## config.mk

```make
export PLATFORM = sky130hd
export DESIGN_NAME = snp_status_bank
export DESIGN_NICKNAME = d
export VERILOG_FILES = /design/src/core/snp_pkg.sv /design/src/core/snp_status_bank.sv
export SDC_FILE = /design/constraint.sdc
export NUM_CORES = 1
export LEC_CHECK = 0
export CORE_MARGIN = 4
export CORE_UTILIZATION = 50
export CTS_BUF_LIST = sky130_fd_sc_hd__clkbuf_4
export CTS_CLUSTER_DIAMETER = 30
export DETAILED_ROUTE_END_ITERATION = 8
export DONT_BUFFER_PORTS = 1
export GPL_ROUTABILITY_DRIVEN = 0
export PLACE_DENSITY_LB_ADDON = 0.2
export SLEW_MARGIN = 20
export SYNTH_ARGS = -nofsm -noshare
export SYNTH_HDL_FRONTEND = slang
export SYNTH_SLANG_ARGS = --single-unit
```

## constraint.sdc

```tcl
create_clock -name CORE_CLK -period 4.45 [get_ports CORE_CLK]
set_input_delay 0.6675 -clock CORE_CLK [delete_from_list [all_inputs] [get_ports CORE_CLK]]
set_output_delay 0.6675 -clock CORE_CLK [all_outputs]
set_load 0.005 [all_outputs]
```

## src/core/snp_pkg.sv

```systemverilog
// Purpose: constants for the persistent status-one register bank
// Assumes: command codes arrive already decoded from the serial framing
// Notes: register indices are the read-any/write-any addresses of this bank
package snp_pkg;
   // command codes
   localparam logic [7:0] CMD_WRITE_REGISTERS = 8'h01;
   localparam logic [7:0] CMD_WRITE_ANY = 8'h71;
   localparam logic [7:0] CMD_READ_ANY = 8'h65;
   localparam logic [7:0] CMD_WHOLE_ERASE = 8'h60;
   // register addresses for the any-register commands
   localparam logic [7:0] ADDR_STATUS_ONE_PERSISTENT = 8'h00;
   localparam logic [7:0] ADDR_CONFIG_ONE_PERSISTENT = 8'h02;
   localparam logic [7:0] ADDR_STATUS_ONE_LIVE = 8'h80;
   localparam logic [7:0] ADDR_CONFIG_ONE_LIVE = 8'h82;
   localparam logic [7:0] ADDR_OTHER_REG = 8'h04;
   // status-one field positions, plus the config-one block-source select bit
   localparam int HWP_BIT = 7;
   localparam int PERR_BIT = 6;
   localparam int EERR_BIT = 5;
   localparam int BP_HI = 4;
   localparam int BP_LO = 2;
   localparam int WEL_BIT = 1;
   localparam int WIP_BIT = 0;
   localparam int BPSRC_BIT = 3;
   // writable mask of the persistent status register
   localparam logic [7:0] STATUS_WR_MASK = 8'h9c;
   // shipped defaults
   localparam logic [7:0] STATUS_PERSIST_RESET = 8'h00;
   localparam logic [7:0] CONFIG_PERSIST_RESET = 8'h00;
   localparam logic [7:0] OTHER_RESET = 8'h00;
   localparam logic [2:0] BP_ALL_ONES = 3'h7;
   localparam logic [2:0] BP_NONE = 3'h0;
endpackage

```

## src/core/snp_status_bank.sv

```systemverilog
// Purpose: persistent status-one register with live copy, hardware protect and block protect
// Assumes: one-cycle command strobe with decoded opcode, address and data
// Notes: persistent cells are modelled as flip-flops; no program time is modelled
`timescale 1ns/100ps
`default_nettype none

// Function
// protect enable set and pin low: status/config writes ignored.
// protect pin high: status and config writes are accepted.
// protect enable clear: pin level is ignored, writes allowed.
// protect pin never blocks writes to other registers.
// live protect copy always follows persistent protect enable.
// program-error default seeds live flag, not user writable.
// erase-error default seeds live flag, not user writable.
// source select 0: persistent block bits govern; write sets both copies. A write to the live status address sets only the live copy.
// source select 1: live block bits govern; write leaves persistent.
// any active block bit set: program/erase in area refused.
// whole-array erase runs only with all active block bits zero.
// switching source to live: persistent block bits become ones, locked.
// write-latch default seeds live latch; not user writable.
// busy default seeds live busy flag; not user writable.
// reset loads live copies from persistent copies.
// write, program and erase ignored unless write latch is set.
// writes to read-only default bits leave them, others update.
module snp_status_bank (
   input wire logic CORE_CLK,
   input wire logic RESETN,
   input wire logic SOFT_RESET,
   input wire logic WP_N,
   input wire logic CMD_VALID,
   input wire logic [7:0] CMD_CODE,
   input wire logic [7:0] CMD_ADDR,
   input wire logic [7:0] CMD_DATA,
   input wire logic [7:0] CMD_DATA2,
   input wire logic WEL_SET,
   input wire logic WEL_CLEAR,
   input wire logic ARRAY_OP_REQ,
   input wire logic ARRAY_OP_IN_AREA,
   output logic [7:0] READ_DATA,
   output logic READ_VALID,
   output logic [7:0] STATUS_ONE_LIVE,
   output logic [7:0] STATUS_ONE_PERSISTENT,
   output logic [7:0] CONFIG_ONE_PERSISTENT,
   output logic [2:0] ACTIVE_BLOCK_PROTECT,
   output logic ARRAY_OP_GRANT,
   output logic ARRAY_OP_REFUSE,
   output logic WHOLE_ERASE_GRANT,
   output logic WRITE_IGNORED
);

   // ***************************************************
   // synchronisers
   // ***************************************************
   logic wp_meta_ff;
   logic wp_sync_ff;

   always_ff @(posedge CORE_CLK) begin
      if (!RESETN) begin
         wp_meta_ff <= 1'b1;
         wp_sync_ff <= 1'b1;
      end else begin
         wp_meta_ff <= WP_N;
         wp_sync_ff <= wp_meta_ff;
      end
   end

   // ***************************************************
   // storage
   // ***************************************************
   logic [7:0] status_persist_ff;
   logic [7:0] config_persist_ff;
   logic [7:0] config_live_ff;
   logic [7:0] other_ff;
   logic [2:0] bp_live_ff;
   logic perr_live_ff;
   logic eerr_live_ff;
   logic wel_live_ff;
   logic wip_live_ff;

   // command decode shared by several processes
   function automatic logic is_write(input logic [7:0] code);
      is_write = (code == snp_pkg::CMD_WRITE_REGISTERS) || (code == snp_pkg::CMD_WRITE_ANY);
   endfunction

   function automatic logic hits_protected(input logic [7:0] code, input logic [7:0] addr);
      hits_protected = (code == snp_pkg::CMD_WRITE_REGISTERS) ||
                       (addr == snp_pkg::ADDR_STATUS_ONE_PERSISTENT) ||
                       (addr == snp_pkg::ADDR_STATUS_ONE_LIVE) ||
                       (addr == snp_pkg::ADDR_CONFIG_ONE_PERSISTENT) ||
                       (addr == snp_pkg::ADDR_CONFIG_ONE_LIVE);
   endfunction

   logic hw_locked;
   logic wr_cmd;
   logic wr_accept;
   logic wr_status;
   logic wr_config;
   logic [7:0] st_data;
   logic bp_src_live;
   logic [2:0] bp_active;
   logic src_switch;

   always_comb begin
      hw_locked = status_persist_ff[snp_pkg::HWP_BIT] && !wp_sync_ff;
      wr_cmd = CMD_VALID && is_write(CMD_CODE) && wel_live_ff;
      // lock applies only to status/config targets
      wr_accept = wr_cmd && !(hw_locked && hits_protected(CMD_CODE, CMD_ADDR));
      wr_status = wr_accept && ((CMD_CODE == snp_pkg::CMD_WRITE_REGISTERS) ||
                  (CMD_ADDR == snp_pkg::ADDR_STATUS_ONE_PERSISTENT) ||
                  (CMD_ADDR == snp_pkg::ADDR_STATUS_ONE_LIVE));
      wr_config = wr_accept && ((CMD_CODE == snp_pkg::CMD_WRITE_REGISTERS) ||
                  (CMD_ADDR == snp_pkg::ADDR_CONFIG_ONE_PERSISTENT) ||
                  (CMD_ADDR == snp_pkg::ADDR_CONFIG_ONE_LIVE));
      st_data = CMD_DATA;
      bp_src_live = config_persist_ff[snp_pkg::BPSRC_BIT];
      bp_active = bp_src_live ? bp_live_ff : status_persist_ff[snp_pkg::BP_HI:snp_pkg::BP_LO];
      // one-way switch, source bit cannot return to zero
      src_switch = wr_config && !bp_src_live &&
                   ((CMD_CODE == snp_pkg::CMD_WRITE_REGISTERS) ?
                    CMD_DATA2[snp_pkg::BPSRC_BIT] :
                    ((CMD_ADDR == snp_pkg::ADDR_CONFIG_ONE_PERSISTENT) &&
                     CMD_DATA[snp_pkg::BPSRC_BIT]));
   end

   // ***************************************************
   // persistent status-one
   // ***************************************************
   logic [7:0] nxt_status_persist;

   always_comb begin
      nxt_status_persist = status_persist_ff;
      if (wr_status && (CMD_ADDR != snp_pkg::ADDR_STATUS_ONE_LIVE ||
                        CMD_CODE == snp_pkg::CMD_WRITE_REGISTERS)) begin
         // defaults keep their value whatever the data says
         nxt_status_persist = (status_persist_ff & ~snp_pkg::STATUS_WR_MASK) |
                              (st_data & snp_pkg::STATUS_WR_MASK);
         if (bp_src_live) begin
            nxt_status_persist[snp_pkg::BP_HI:snp_pkg::BP_LO] =
               status_persist_ff[snp_pkg::BP_HI:snp_pkg::BP_LO];
         end
      end
      if (src_switch) begin
         nxt_status_persist[snp_pkg::BP_HI:snp_pkg::BP_LO] = snp_pkg::BP_ALL_ONES;
      end
   end

   always_ff @(posedge CORE_CLK) begin
      if (!RESETN) begin
         status_persist_ff <= snp_pkg::STATUS_PERSIST_RESET;
      end else begin
         status_persist_ff <= nxt_status_persist;
      end
   end

   // ***************************************************
   // persistent and live config-one, other register
   // ***************************************************
   logic [7:0] cfg_wdata;
   // live copies reload from persistent at the first edge after reset
   logic reload_ff;

   always_comb begin
      cfg_wdata = (CMD_CODE == snp_pkg::CMD_WRITE_REGISTERS) ? CMD_DATA2 : CMD_DATA;
      if (bp_src_live) begin
         cfg_wdata[snp_pkg::BPSRC_BIT] = 1'b1;
      end
   end

   always_ff @(posedge CORE_CLK) begin
      if (!RESETN) begin
         config_persist_ff <= snp_pkg::CONFIG_PERSIST_RESET;
      end else if (wr_config && CMD_ADDR != snp_pkg::ADDR_CONFIG_ONE_LIVE) begin
         config_persist_ff <= cfg_wdata;
      end
   end

   always_ff @(posedge CORE_CLK) begin
      if (!RESETN) begin
         config_live_ff <= snp_pkg::CONFIG_PERSIST_RESET;
      end else if (reload_ff) begin
         config_live_ff <= config_persist_ff;
      end else if (wr_config) begin
         config_live_ff <= cfg_wdata;
      end
   end

   always_ff @(posedge CORE_CLK) begin
      if (!RESETN) begin
         other_ff <= snp_pkg::OTHER_RESET;
      end else if (wr_cmd && CMD_CODE == snp_pkg::CMD_WRITE_ANY &&
                   CMD_ADDR == snp_pkg::ADDR_OTHER_REG) begin
         other_ff <= CMD_DATA;
      end
   end

   // ***************************************************
   // live status-one
   // ***************************************************
   always_ff @(posedge CORE_CLK) begin
      if (!RESETN) begin
         reload_ff <= 1'b1;
      end else begin
         reload_ff <= SOFT_RESET;
      end
   end

   always_ff @(posedge CORE_CLK) begin
      if (!RESETN) begin
         bp_live_ff <= snp_pkg::BP_NONE;
         perr_live_ff <= 1'b0;
         eerr_live_ff <= 1'b0;
         wip_live_ff <= 1'b0;
      end else if (reload_ff) begin
         bp_live_ff <= status_persist_ff[snp_pkg::BP_HI:snp_pkg::BP_LO];
         perr_live_ff <= status_persist_ff[snp_pkg::PERR_BIT];
         eerr_live_ff <= status_persist_ff[snp_pkg::EERR_BIT];
         wip_live_ff <= status_persist_ff[snp_pkg::WIP_BIT];
      end else if (wr_status) begin
         bp_live_ff <= st_data[snp_pkg::BP_HI:snp_pkg::BP_LO];
      end
   end

   always_ff @(posedge CORE_CLK) begin
      if (!RESETN) begin
         wel_live_ff <= 1'b0;
      end else if (reload_ff) begin
         wel_live_ff <= status_persist_ff[snp_pkg::WEL_BIT];
      end else if (WEL_SET) begin
         wel_live_ff <= 1'b1;
      end else if (WEL_CLEAR || wr_accept) begin
         // latch drops after a completed write
         wel_live_ff <= 1'b0;
      end
   end

   // ***************************************************
   // protection decisions and read path
   // ***************************************************
   logic [7:0] live_view;
   logic [7:0] rd_mux;

   always_comb begin
      live_view = {status_persist_ff[snp_pkg::HWP_BIT], perr_live_ff, eerr_live_ff,
                   bp_live_ff, wel_live_ff, wip_live_ff};
      case (CMD_ADDR)
         snp_pkg::ADDR_STATUS_ONE_PERSISTENT: rd_mux = status_persist_ff;
         snp_pkg::ADDR_STATUS_ONE_LIVE: rd_mux = live_view;
         snp_pkg::ADDR_CONFIG_ONE_PERSISTENT: rd_mux = config_persist_ff;
         snp_pkg::ADDR_CONFIG_ONE_LIVE: rd_mux = config_live_ff;
         snp_pkg::ADDR_OTHER_REG: rd_mux = other_ff;
         default: rd_mux = 8'h00;
      endcase
   end

   always_ff @(posedge CORE_CLK) begin
      if (!RESETN) begin
         READ_DATA <= 8'h00;
         READ_VALID <= 1'b0;
      end else begin
         READ_VALID <= CMD_VALID && CMD_CODE == snp_pkg::CMD_READ_ANY;
         READ_DATA <= (CMD_VALID && CMD_CODE == snp_pkg::CMD_READ_ANY) ? rd_mux : 8'h00;
      end
   end

   always_ff @(posedge CORE_CLK) begin
      if (!RESETN) begin
         STATUS_ONE_LIVE <= 8'h00;
         STATUS_ONE_PERSISTENT <= snp_pkg::STATUS_PERSIST_RESET;
         CONFIG_ONE_PERSISTENT <= snp_pkg::CONFIG_PERSIST_RESET;
         ACTIVE_BLOCK_PROTECT <= snp_pkg::BP_NONE;
         ARRAY_OP_GRANT <= 1'b0;
         ARRAY_OP_REFUSE <= 1'b0;
         WHOLE_ERASE_GRANT <= 1'b0;
         WRITE_IGNORED <= 1'b0;
      end else begin
         STATUS_ONE_LIVE <= live_view;
         STATUS_ONE_PERSISTENT <= status_persist_ff;
         CONFIG_ONE_PERSISTENT <= config_persist_ff;
         ACTIVE_BLOCK_PROTECT <= bp_active;
         ARRAY_OP_GRANT <= ARRAY_OP_REQ && wel_live_ff &&
                           !((bp_active != snp_pkg::BP_NONE) && ARRAY_OP_IN_AREA);
         ARRAY_OP_REFUSE <= ARRAY_OP_REQ && (!wel_live_ff ||
                            ((bp_active != snp_pkg::BP_NONE) && ARRAY_OP_IN_AREA));
         WHOLE_ERASE_GRANT <= CMD_VALID && CMD_CODE == snp_pkg::CMD_WHOLE_ERASE &&
                              wel_live_ff && bp_active == snp_pkg::BP_NONE;
         WRITE_IGNORED <= CMD_VALID && is_write(CMD_CODE) && !wr_accept;
      end
   end

endmodule // snp_status_bank

`default_nettype wire
```

### After elaboration in Yosys (flattened, before gate mapping)

Index checks and enable logic that the tools add are counted.

| word-level totals | value |
|---|---|
| register bits | 82 |
| input port bits | 41 |
| output and inout port bits | 40 |
| word-level logic and storage cells | 98 |

| operators by class | value |
|---|---|
| equality and inequality tests | 11 |
| muxes and demuxes | 15 |
| bitwise operators | 1 |
| reductions and logical operators | 48 |

Operators with widths:

| cell | count |
|---|---|
| $pmux 8 s5 | 1 |
| $eq 8x7->1 const B | 3 |
| $mux 8 | 3 |
| $logic_and 1x1->1 | 23 |
| $eq 8x8->1 const B | 2 |
| $ne 8x8->1 const B | 2 |
| $mux 3 | 5 |
| $logic_or 1x1->1 | 10 |
| $eq 8x1->1 const B | 1 |
| $eq 8x2->1 const B | 1 |
| $eq 8x3->1 const B | 1 |
| $logic_not 8->1 | 1 |
| $or 7x8->8 | 1 |
| $logic_not 1->1 | 6 |
| $reduce_bool 2->1 | 3 |
| $reduce_bool 3->1 | 2 |
| $mux 1 | 5 |
| $mux 5 | 1 |
| $reduce_and 2->1 | 2 |
| $logic_not 3->1 | 1 |
| $ne 2x1->1 const B | 1 |

### Longest topological paths before layout

Gate-level depths: netlist of run 1.

| logic depth | value |
|---|---|
| depth in word-level cells | 13 |
| depth in mapped cells | 8 |
| depth with buffers taken out | 5 |

### Worst setup path before layout of run 1

OpenSTA, ideal clock, no wires.

| timing | value |
|---|---|
| path type | input to register |
| start point | input CMD_ADDR[1] |
| end point | register other_ff[0] |
| library setup time | 0.116 ns |
| arrival time | 1.935 ns |
| data required time | 4.334 ns |
| path slack | 2.399 ns |
| stages | 8 |
| path buffers | 3 |
| cells stage by stage | buf_2 -> nor2_1 -> and4_1 -> buf_4 -> nor3b_1 -> buf_4 -> mux2i_1 -> nor2b_1 |

| on the way | value |
|---|---|
| word-level cells in the longest chain between the ends | 2 |

Ends and longest elaborated chain:

| element | RTL line | text |
|---|---|---|
| from (decl) | snp_status_bank.sv:32 | `input wire logic [7:0] CMD_ADDR,` |
| $eq 8x3->1 | snp_status_bank.sv:191 | `CMD_ADDR == snp_pkg::ADDR_OTHER_REG) begin` |
| $logic_and 1x1->1 | snp_status_bank.sv:190 | `end else if (wr_cmd && CMD_CODE == snp_pkg::CMD_WRITE_ANY &&` |
| to (signal assigned) | snp_status_bank.sv:189 | `other_ff <= snp_pkg::OTHER_RESET;` |
| to (decl) | snp_status_bank.sv:73 | `logic [7:0] other_ff;` |

No other way between the ends.
A chain may end at the register's enable or synchronous reset.

### Worst setup path in the final report of run 1

| timing | value |
|---|---|
| start point | input CMD_ADDR[6] |
| end point | register other_ff[2] |

Same word-level chain as after synthesis.

==> results.yml, run 1 <==
synthesis:
  ys_seq_area_frac: 0.449
  synth_enable_flop_cells: 0
  synthArstFlopShare: 0
  synth_cell_types: 54
  ys_dominant_reg_cell: "dfxtp_1"
  synth_area_leader_cell: "dfxtp_1"
  syn_area_per_cell_sq_um: 10.2
  synthTopCellsByArea: "dfxtp_1 (45%), mux2i_1 (8.7%), nor2b_1 (3.8%)"
  synth_area_sq_mm: 0.00299
  synth_seq_cells: 67
  synthCells: 293
  yosysWarnings: 0
  yosys.area.top_type_share: 0.449
clocking:
  numCtsBuffers: 9
  cts_setup_buffers: 0
  cts.sinks: 67
  holdBufCountCts: 0
  htree_num_levels: 3
  cts_tree: "done"
  clkTransAtPathRegs_ns: 0.11
  clk_latency_ns: 0.42
  clk_path_buf_depth: 2
  cts_resized: 0
  root_buffer: "clkbuf_4"
sta:
  period_needed_ns: 1.90
  hold_viol_final: 0
  finalMaxSlewViolations: 0
  fmax_ghz: 0.527
  tns_ns: 0
  fin_skew_ns: 0.0109
  rsz0062_at_grt: "no"
  worstMarginPinSlew_ns: 0.560
  post-route-period-util: 0.426
  finalSetupViolCount: 0
  slew-limit-headroom: 0.624
global_routing:
  grt-ovfl-total: 0
  grt_antenna_before_repair: 0
  grt_pass1_vias: 2035
  grt_max_degree: 50
  grt_pass1_wl_microns: 10500
  grtUsageTotal: 0.188
critical_path:
  required_ns: 4.77
  crit_chain: "nor3_2 -> and4_1 -> nor3b_1 -> buf_4 -> mux2i_1 -> nor2b_1"
  cp-end-kind: "flop"
  crit_path_start_kind: "input pin"
  worstPathArrival_ns: 2.22
  crit_type: "in2reg"
  crit_path_top_delay_cell: "and4_1"
  crit_fanout: 10
  slowest_delay_ns: 0.50
drt:
  drt-initial-drc-count: 99
  drt_wl_total_microns: 6650
  detail-route-antenna-nets: 0
  via_count: 2110
  wl_per_cell_microns: 18.3
  drt-vias-per-instance: 5.80
  drc: 0
  dr.pass1.iters: 4
power_and_ir_drop:
  internal_power_uw: 843
  powerDensity_mw_per_mm2: 346
  peakVddDrop_v: 0.000185
  pwr-share-seq: 0.563
  pwr-share-comb: 0.033
  p_leak_nw: 1.14
  p_clk_frac: 0.404
  sw_frac_of_total: 0.217
  switchingPower_uw: 234
finish:
  fillers: 494
  nNetsFinal: 329
  diodes: 0
  syn_to_final_growth_pct: 4.27
  layout.cells.non_filler: 364
  multi_input_area_sq_mm: 0.00151
  layout_commonest_cell: "dfxtp_1"
  drive_above_1_share: 0.151
  final_cell_mix: "dfxtp_1 (67), mux2i_1 (26), nor2_1 (19)"
  seqCellArea_sq_mm: 0.00134
floorplanning:
  core_sq_mm: 0.00564
  fp.dieW_microns: 85.3
  io_pins: 81
  row_count: 27
  die_h_microns: 85.3
  die_area_sq_mm: 0.00728
  start_util: 0.530
placement:
  portBuffers: 0
  post-place-cells: 349
  dp_hpwl_microns: 4790
run_status:
  outcome: "completed"
hold_path:
  worstHoldPathType: "in2reg"
job:
  drv_cap: 0
registers in the layout, indices dropped and copies added, names as in the netlist:
register               count
reload_ff                  1
WRITE_IGNORED              1
wel_live_ff                1
READ_DATA                  8
status_persist_ff          4
STATUS_ONE_PERSISTENT      3
READ_VALID                 1
wp_sync_ff                 1
STATUS_ONE_LIVE            5
WHOLE_ERASE_GRANT          1
config_persist_ff          8
config_live_ff             8
ARRAY_OP_GRANT             1
ACTIVE_BLOCK_PROTECT       3
wp_meta_ff                 1
ARRAY_OP_REFUSE            1
other_ff                   8
CONFIG_ONE_PERSISTENT      8
bp_live_ff                 3
per-layer routing:
layer  vias up  GRT usage  wire (microns)
met1      1011      0.242            2910
met3        12     0.0583             558
met5         -          0               0
met2        75      0.287            3070
met4         0     0.0835             106
li1       1012          -               -
area by class of cell:
class,instances,share of cell area
tap,72,0.0289
timing repair buffer,1,0.00241
sequential,67,0.430
inverter,5,0.00602
clock inverter,6,0.0261
multi-input combinational,204,0.485
clock buffer,9,0.0217
power groups by stage:
stage	Combinational (mW)	Sequential, mW	Clock, mW
after floorplan	0.0432	0.619	0
after global placement	0.0353	0.621	0
after detailed placement	0.0356	0.621	0
after CTS	0.0356	0.607	0.443
after global routing	0.0385	0.608	0.474
final	0.0357	0.607	0.435
synthesized netlist by cell type, types with 2 or more instances:
master,number
dfxtp_1,67
mux2i_1,26
nor2_1,19
nand2_1,18
nor2b_1,18
and2_1,14
a21oi_1,10
buf_4,10
clkbuf_1,8
mux2_2,8
o21bai_1,7
o311a_1,7
mux2_4,6
nand2b_1,6
inv_1,5
o21ai_0,5
nand3_1,4
a221oi_1,3
a22oi_1,3
a2bb2oi_1,3
nor3_1,3
o21a_1,3
o21ai_1,3
and3_1,2
buf_2,2
buf_6,2
nor3_2,2
nor4_1,2
o2111ai_1,2
path summary, 6_finish.rpt:
| check | slack [ns] | end | depth (start not counted) | from |
|---|---|---|---|---|
| setup / recovery | 2.55 | other_ff[2] | 6 | CMD_ADDR[6] |
| hold / removal | 0.32 | wp_sync_ff | 1 | RESETN |
| setup reg to reg | 2.63 | config_live_ff[0] | 5 | wel_live_ff |
| hold reg to reg | 0.42 | wp_sync_ff | 1 | wp_meta_ff |
critical path, delay by kind of cell:
kind	cells	cell delay [ns]
and+or+nand+nor	4	1.09
buffers and inverters	1	0.24
muxes	1	0.22
per-stage QoR:
| stage | cell area [sq um] | power, mW | utilization | setup slack (ns) | hold WS, ns |
|---|---|---|---|---|---|
| 3_3_place_gp | 2970 | 0.656 | 0.526 | 2.15 | 0.394 |
| 5_1_grt | 3120 | 1.12 | 0.553 | 2.44 | 0.309 |
| 3_5_place_dp | 2970 | 0.656 | 0.526 | 2.10 | 0.396 |
| 4_1_cts | 3120 | 1.09 | 0.553 | 2.56 | 0.306 |
| 2_1_floorplan | 3010 | 0.662 | - | 2.40 | 0.386 |
| 6_report | 3120 | 1.08 | 0.553 | 2.55 | 0.325 |
cells by family (layout without fill, tap and decap cells):
kind of cell / count (synthesis) / in the layout / synth area share
other: 1 / 7 / 0.00125
buffers and inverters: 28 / 21 / 0.0536
flip-flops: 67 / 67 / 0.449
AND/OR/NAND/NOR: 101 / 101 / 0.203
AO/OA/AOI/OAI: 55 / 55 / 0.139
multiplexers: 41 / 41 / 0.155
Power figures use the tool's default switching activity.
==> inputs of run 2 (changes only) <==
ABC_AREA = 1   (was unset)
clock period = 1.58 ns   (was 4.45 ns; I/O delays follow)
==> run 2 against run 1 <==
Net effect: wire length grew 6.5%; first-iteration DRC count grew 110%; sequential cell count is the same; critical endpoint is now WHOLE_ERASE_GRANT; clock power grew 140%; largest cell class is now flip-flops and latches; sequential share of layout area decreased by 3.2 points; power increased to 2.8 times the previous value.
==> results.yml, run 2 <==
run_status:
  outcome: "completed"
clocking:
  root_buffer: "clkbuf_4"
  clk_path_buf_depth: 2
  cts_tree: "done"
  cts.sinks: 67
  htree_num_levels: 3
  clkTransAtPathRegs_ns: 0.10
  cts_setup_buffers: 0
  numCtsBuffers: 9
  clk_latency_ns: 0.41
power_and_ir_drop:
  pwr-share-comb: 0.064
  pwr-share-seq: 0.582
  sw_frac_of_total: 0.239
  peakVddDrop_v: 0.000505
  p_leak_nw: 1.51
  switchingPower_uw: 710
  internal_power_mw: 2.26
  total_power_mw: 2.97
  p_clk_frac: 0.354
  powerDensity_mw_per_mm2: 881
synthesis:
  synth_area_sq_mm: 0.00297
  synth_enable_flop_cells: 0
  synthCells: 392
  ys_seq_area_frac: 0.452
  yosys.area.top_type_share: 0.452
  syn_area_per_cell_sq_um: 7.58
  synthArstFlopShare: 0
  synth_cell_types: 37
  synth_area_leader_cell: "dfxtp_1"
  synthTopCellsByArea: "dfxtp_1 (45%), nand2_1 (10%), inv_1 (6.8%)"
  synth_seq_cells: 67
  netlist_top_cells_count: "nand2_1 (80), dfxtp_1 (67), inv_1 (54)"
  yosysWarnings: 0
  ys_dominant_reg_cell: "dfxtp_1"
  synth_most_common_cell: "nand2_1"
critical_path:
  crit_path_start_kind: "input pin"
  worstPathArrival_ns: 1.74
  slowest_delay_ns: 0.55
  cp-end-kind: "flop"
  reg2reg_depth: 7
  reg2reg_to: "status_persist_ff[2]"
  required_ns: 1.90
  crit_start: "CMD_CODE[0]"
  crit_path_top_delay_cell: "dlygate4sd3_1"
  cp_common_cell: "dlygate4sd3_1"
  cp-endpoint: "WHOLE_ERASE_GRANT"
  crit_fanout: 2
  crit_chain: "dlygate4sd3_1 -> nor2_1 -> dlygate4sd3_1 -> nand3_1 -> nor4_1"
  reg2reg_slack_ns: 0.20
  crit_type: "in2reg"
  worst_r2r_startpoint: "status_persist_ff[7]"
global_routing:
  grt_max_degree: 41
  grtUsageTotal: 0.208
  grt_antenna_before_repair: 0
  grt_pass1_vias: 2430
  grt-ovfl-total: 0
  grt_pass1_wl_microns: 11800
sta:
  fmax_ghz: 0.704
  finalMaxSlewViolations: 0
  tns_ns: 0
  finalSetupViolCount: 0
  hold_viol_final: 0
  slew-limit-headroom: 0.568
  period_needed_ns: 1.42
  post-route-period-util: 0.899
  setup_slack_ns: 0.160
  rsz0062_at_grt: "no"
  worstMarginPinSlew_ns: 0.648
  fin_skew_ns: 0.00951
placement:
  portBuffers: 0
  dp_hpwl_microns: 5030
  place_ws_ns: -0.0584
floorplanning:
  row_count: 27
  die_area_sq_mm: 0.00724
  die_h_microns: 85.1
  start_util: 0.527
  fp.dieW_microns: 85.1
  core_sq_mm: 0.00564
  io_pins: 81
drt:
  detail-route-antenna-nets: 0
  via_count: 2533
  dr.pass1.iters: 4
  drt-vias-per-instance: 5.14
  drt-initial-drc-count: 204
  drt_wl_total_microns: 7080
  wl_per_cell_microns: 14.4
  drc: 0
finish:
  fin_util: 0.597
  diodes: 0
  fillers: 526
  syn_to_final_growth_pct: 13.5
  drive_above_1_share: 0.152
  nNetsFinal: 459
  layout_commonest_cell: "nand2_1"
  final_cell_mix: "nand2_1 (80), dfxtp_1 (67), inv_1 (54)"
hold_path:
  worstHoldPathType: "in2reg"
job:
  drv_cap: 0
run 2: final cells by class:
type	instances	area [sq um]	share of cell area
sequential	67	1340	0.398
multi-input combinational	253	1310	0.389
timing repair buffer	29	290	0.0861
inverter	58	220	0.0653
tap	72	90.1	0.0267
clock buffer	10	75.1	0.0223
clock inverter	4	43.8	0.0130
run 2: worst min path at each step:
stage | from | cells past startpoint | end
2_1_floorplan | SOFT_RESET | 1 | reload_ff
3_3_place_gp | RESETN | 2 | CONFIG_ONE_PERSISTENT[5]
3_5_place_dp | SOFT_RESET | 1 | reload_ff
4_1_cts | CMD_DATA[5] | 2 | other_ff[5]
5_1_grt | CMD_DATA[5] | 2 | other_ff[5]
6_report | CMD_DATA[5] | 2 | other_ff[5]
run 2: timing repair:
action | in CTS | in global routing
endpoints found under the hold margin | 48 | 0
gates resized for setup | 0 | 0
hold buffers | 15 | 0
run 2: worst max-delay path: cells and delay by family:
| kind | cells | cell delay, ns |
|---|---|---|
| buffers and inverters | 2 | 1.08 |
| and+or+nand+nor | 3 | 0.42 |
run 2: power groups by stage:
| stage | registers, mW | clock network, mW | logic (mW) |
|---|---|---|---|
| after global placement | 1.77 | 0 | 0.139 |
| after detailed placement | 1.77 | 0 | 0.142 |
| after floorplan | 1.76 | 0 | 0.138 |
| after CTS | 1.73 | 1.07 | 0.190 |
| final | 1.73 | 1.05 | 0.191 |
| after global routing | 1.73 | 1.16 | 0.218 |
run 2: kinds of logic after synthesis:
kind of cell / synth area share
AND/OR/NAND/NOR: 0.270
buffers and inverters: 0.115
AO/OA/AOI/OAI: 0.163
other: 0.00126
flip-flops: 0.452
run 2: metal layers:
layer,share of wire,wire (microns),vias to the layer above,global-route usage
met5,0,0,-,0
met4,0.012,86,0,0.102
met3,0.065,459,8,0.0515
met2,0.49,3440,92,0.324
met1,0.44,3090,1135,0.269
li1,-,-,1298,-
run 2: through the flow:
stage	cell area, sq um	std cells	hold slack [ns]
final	3370	493	0.0289
after global routing	3370	493	0.00530
after detailed placement	3090	464	0.346
after floorplan	2990	398	0.344
after CTS	3370	493	0.0108
after global placement	3090	464	0.342
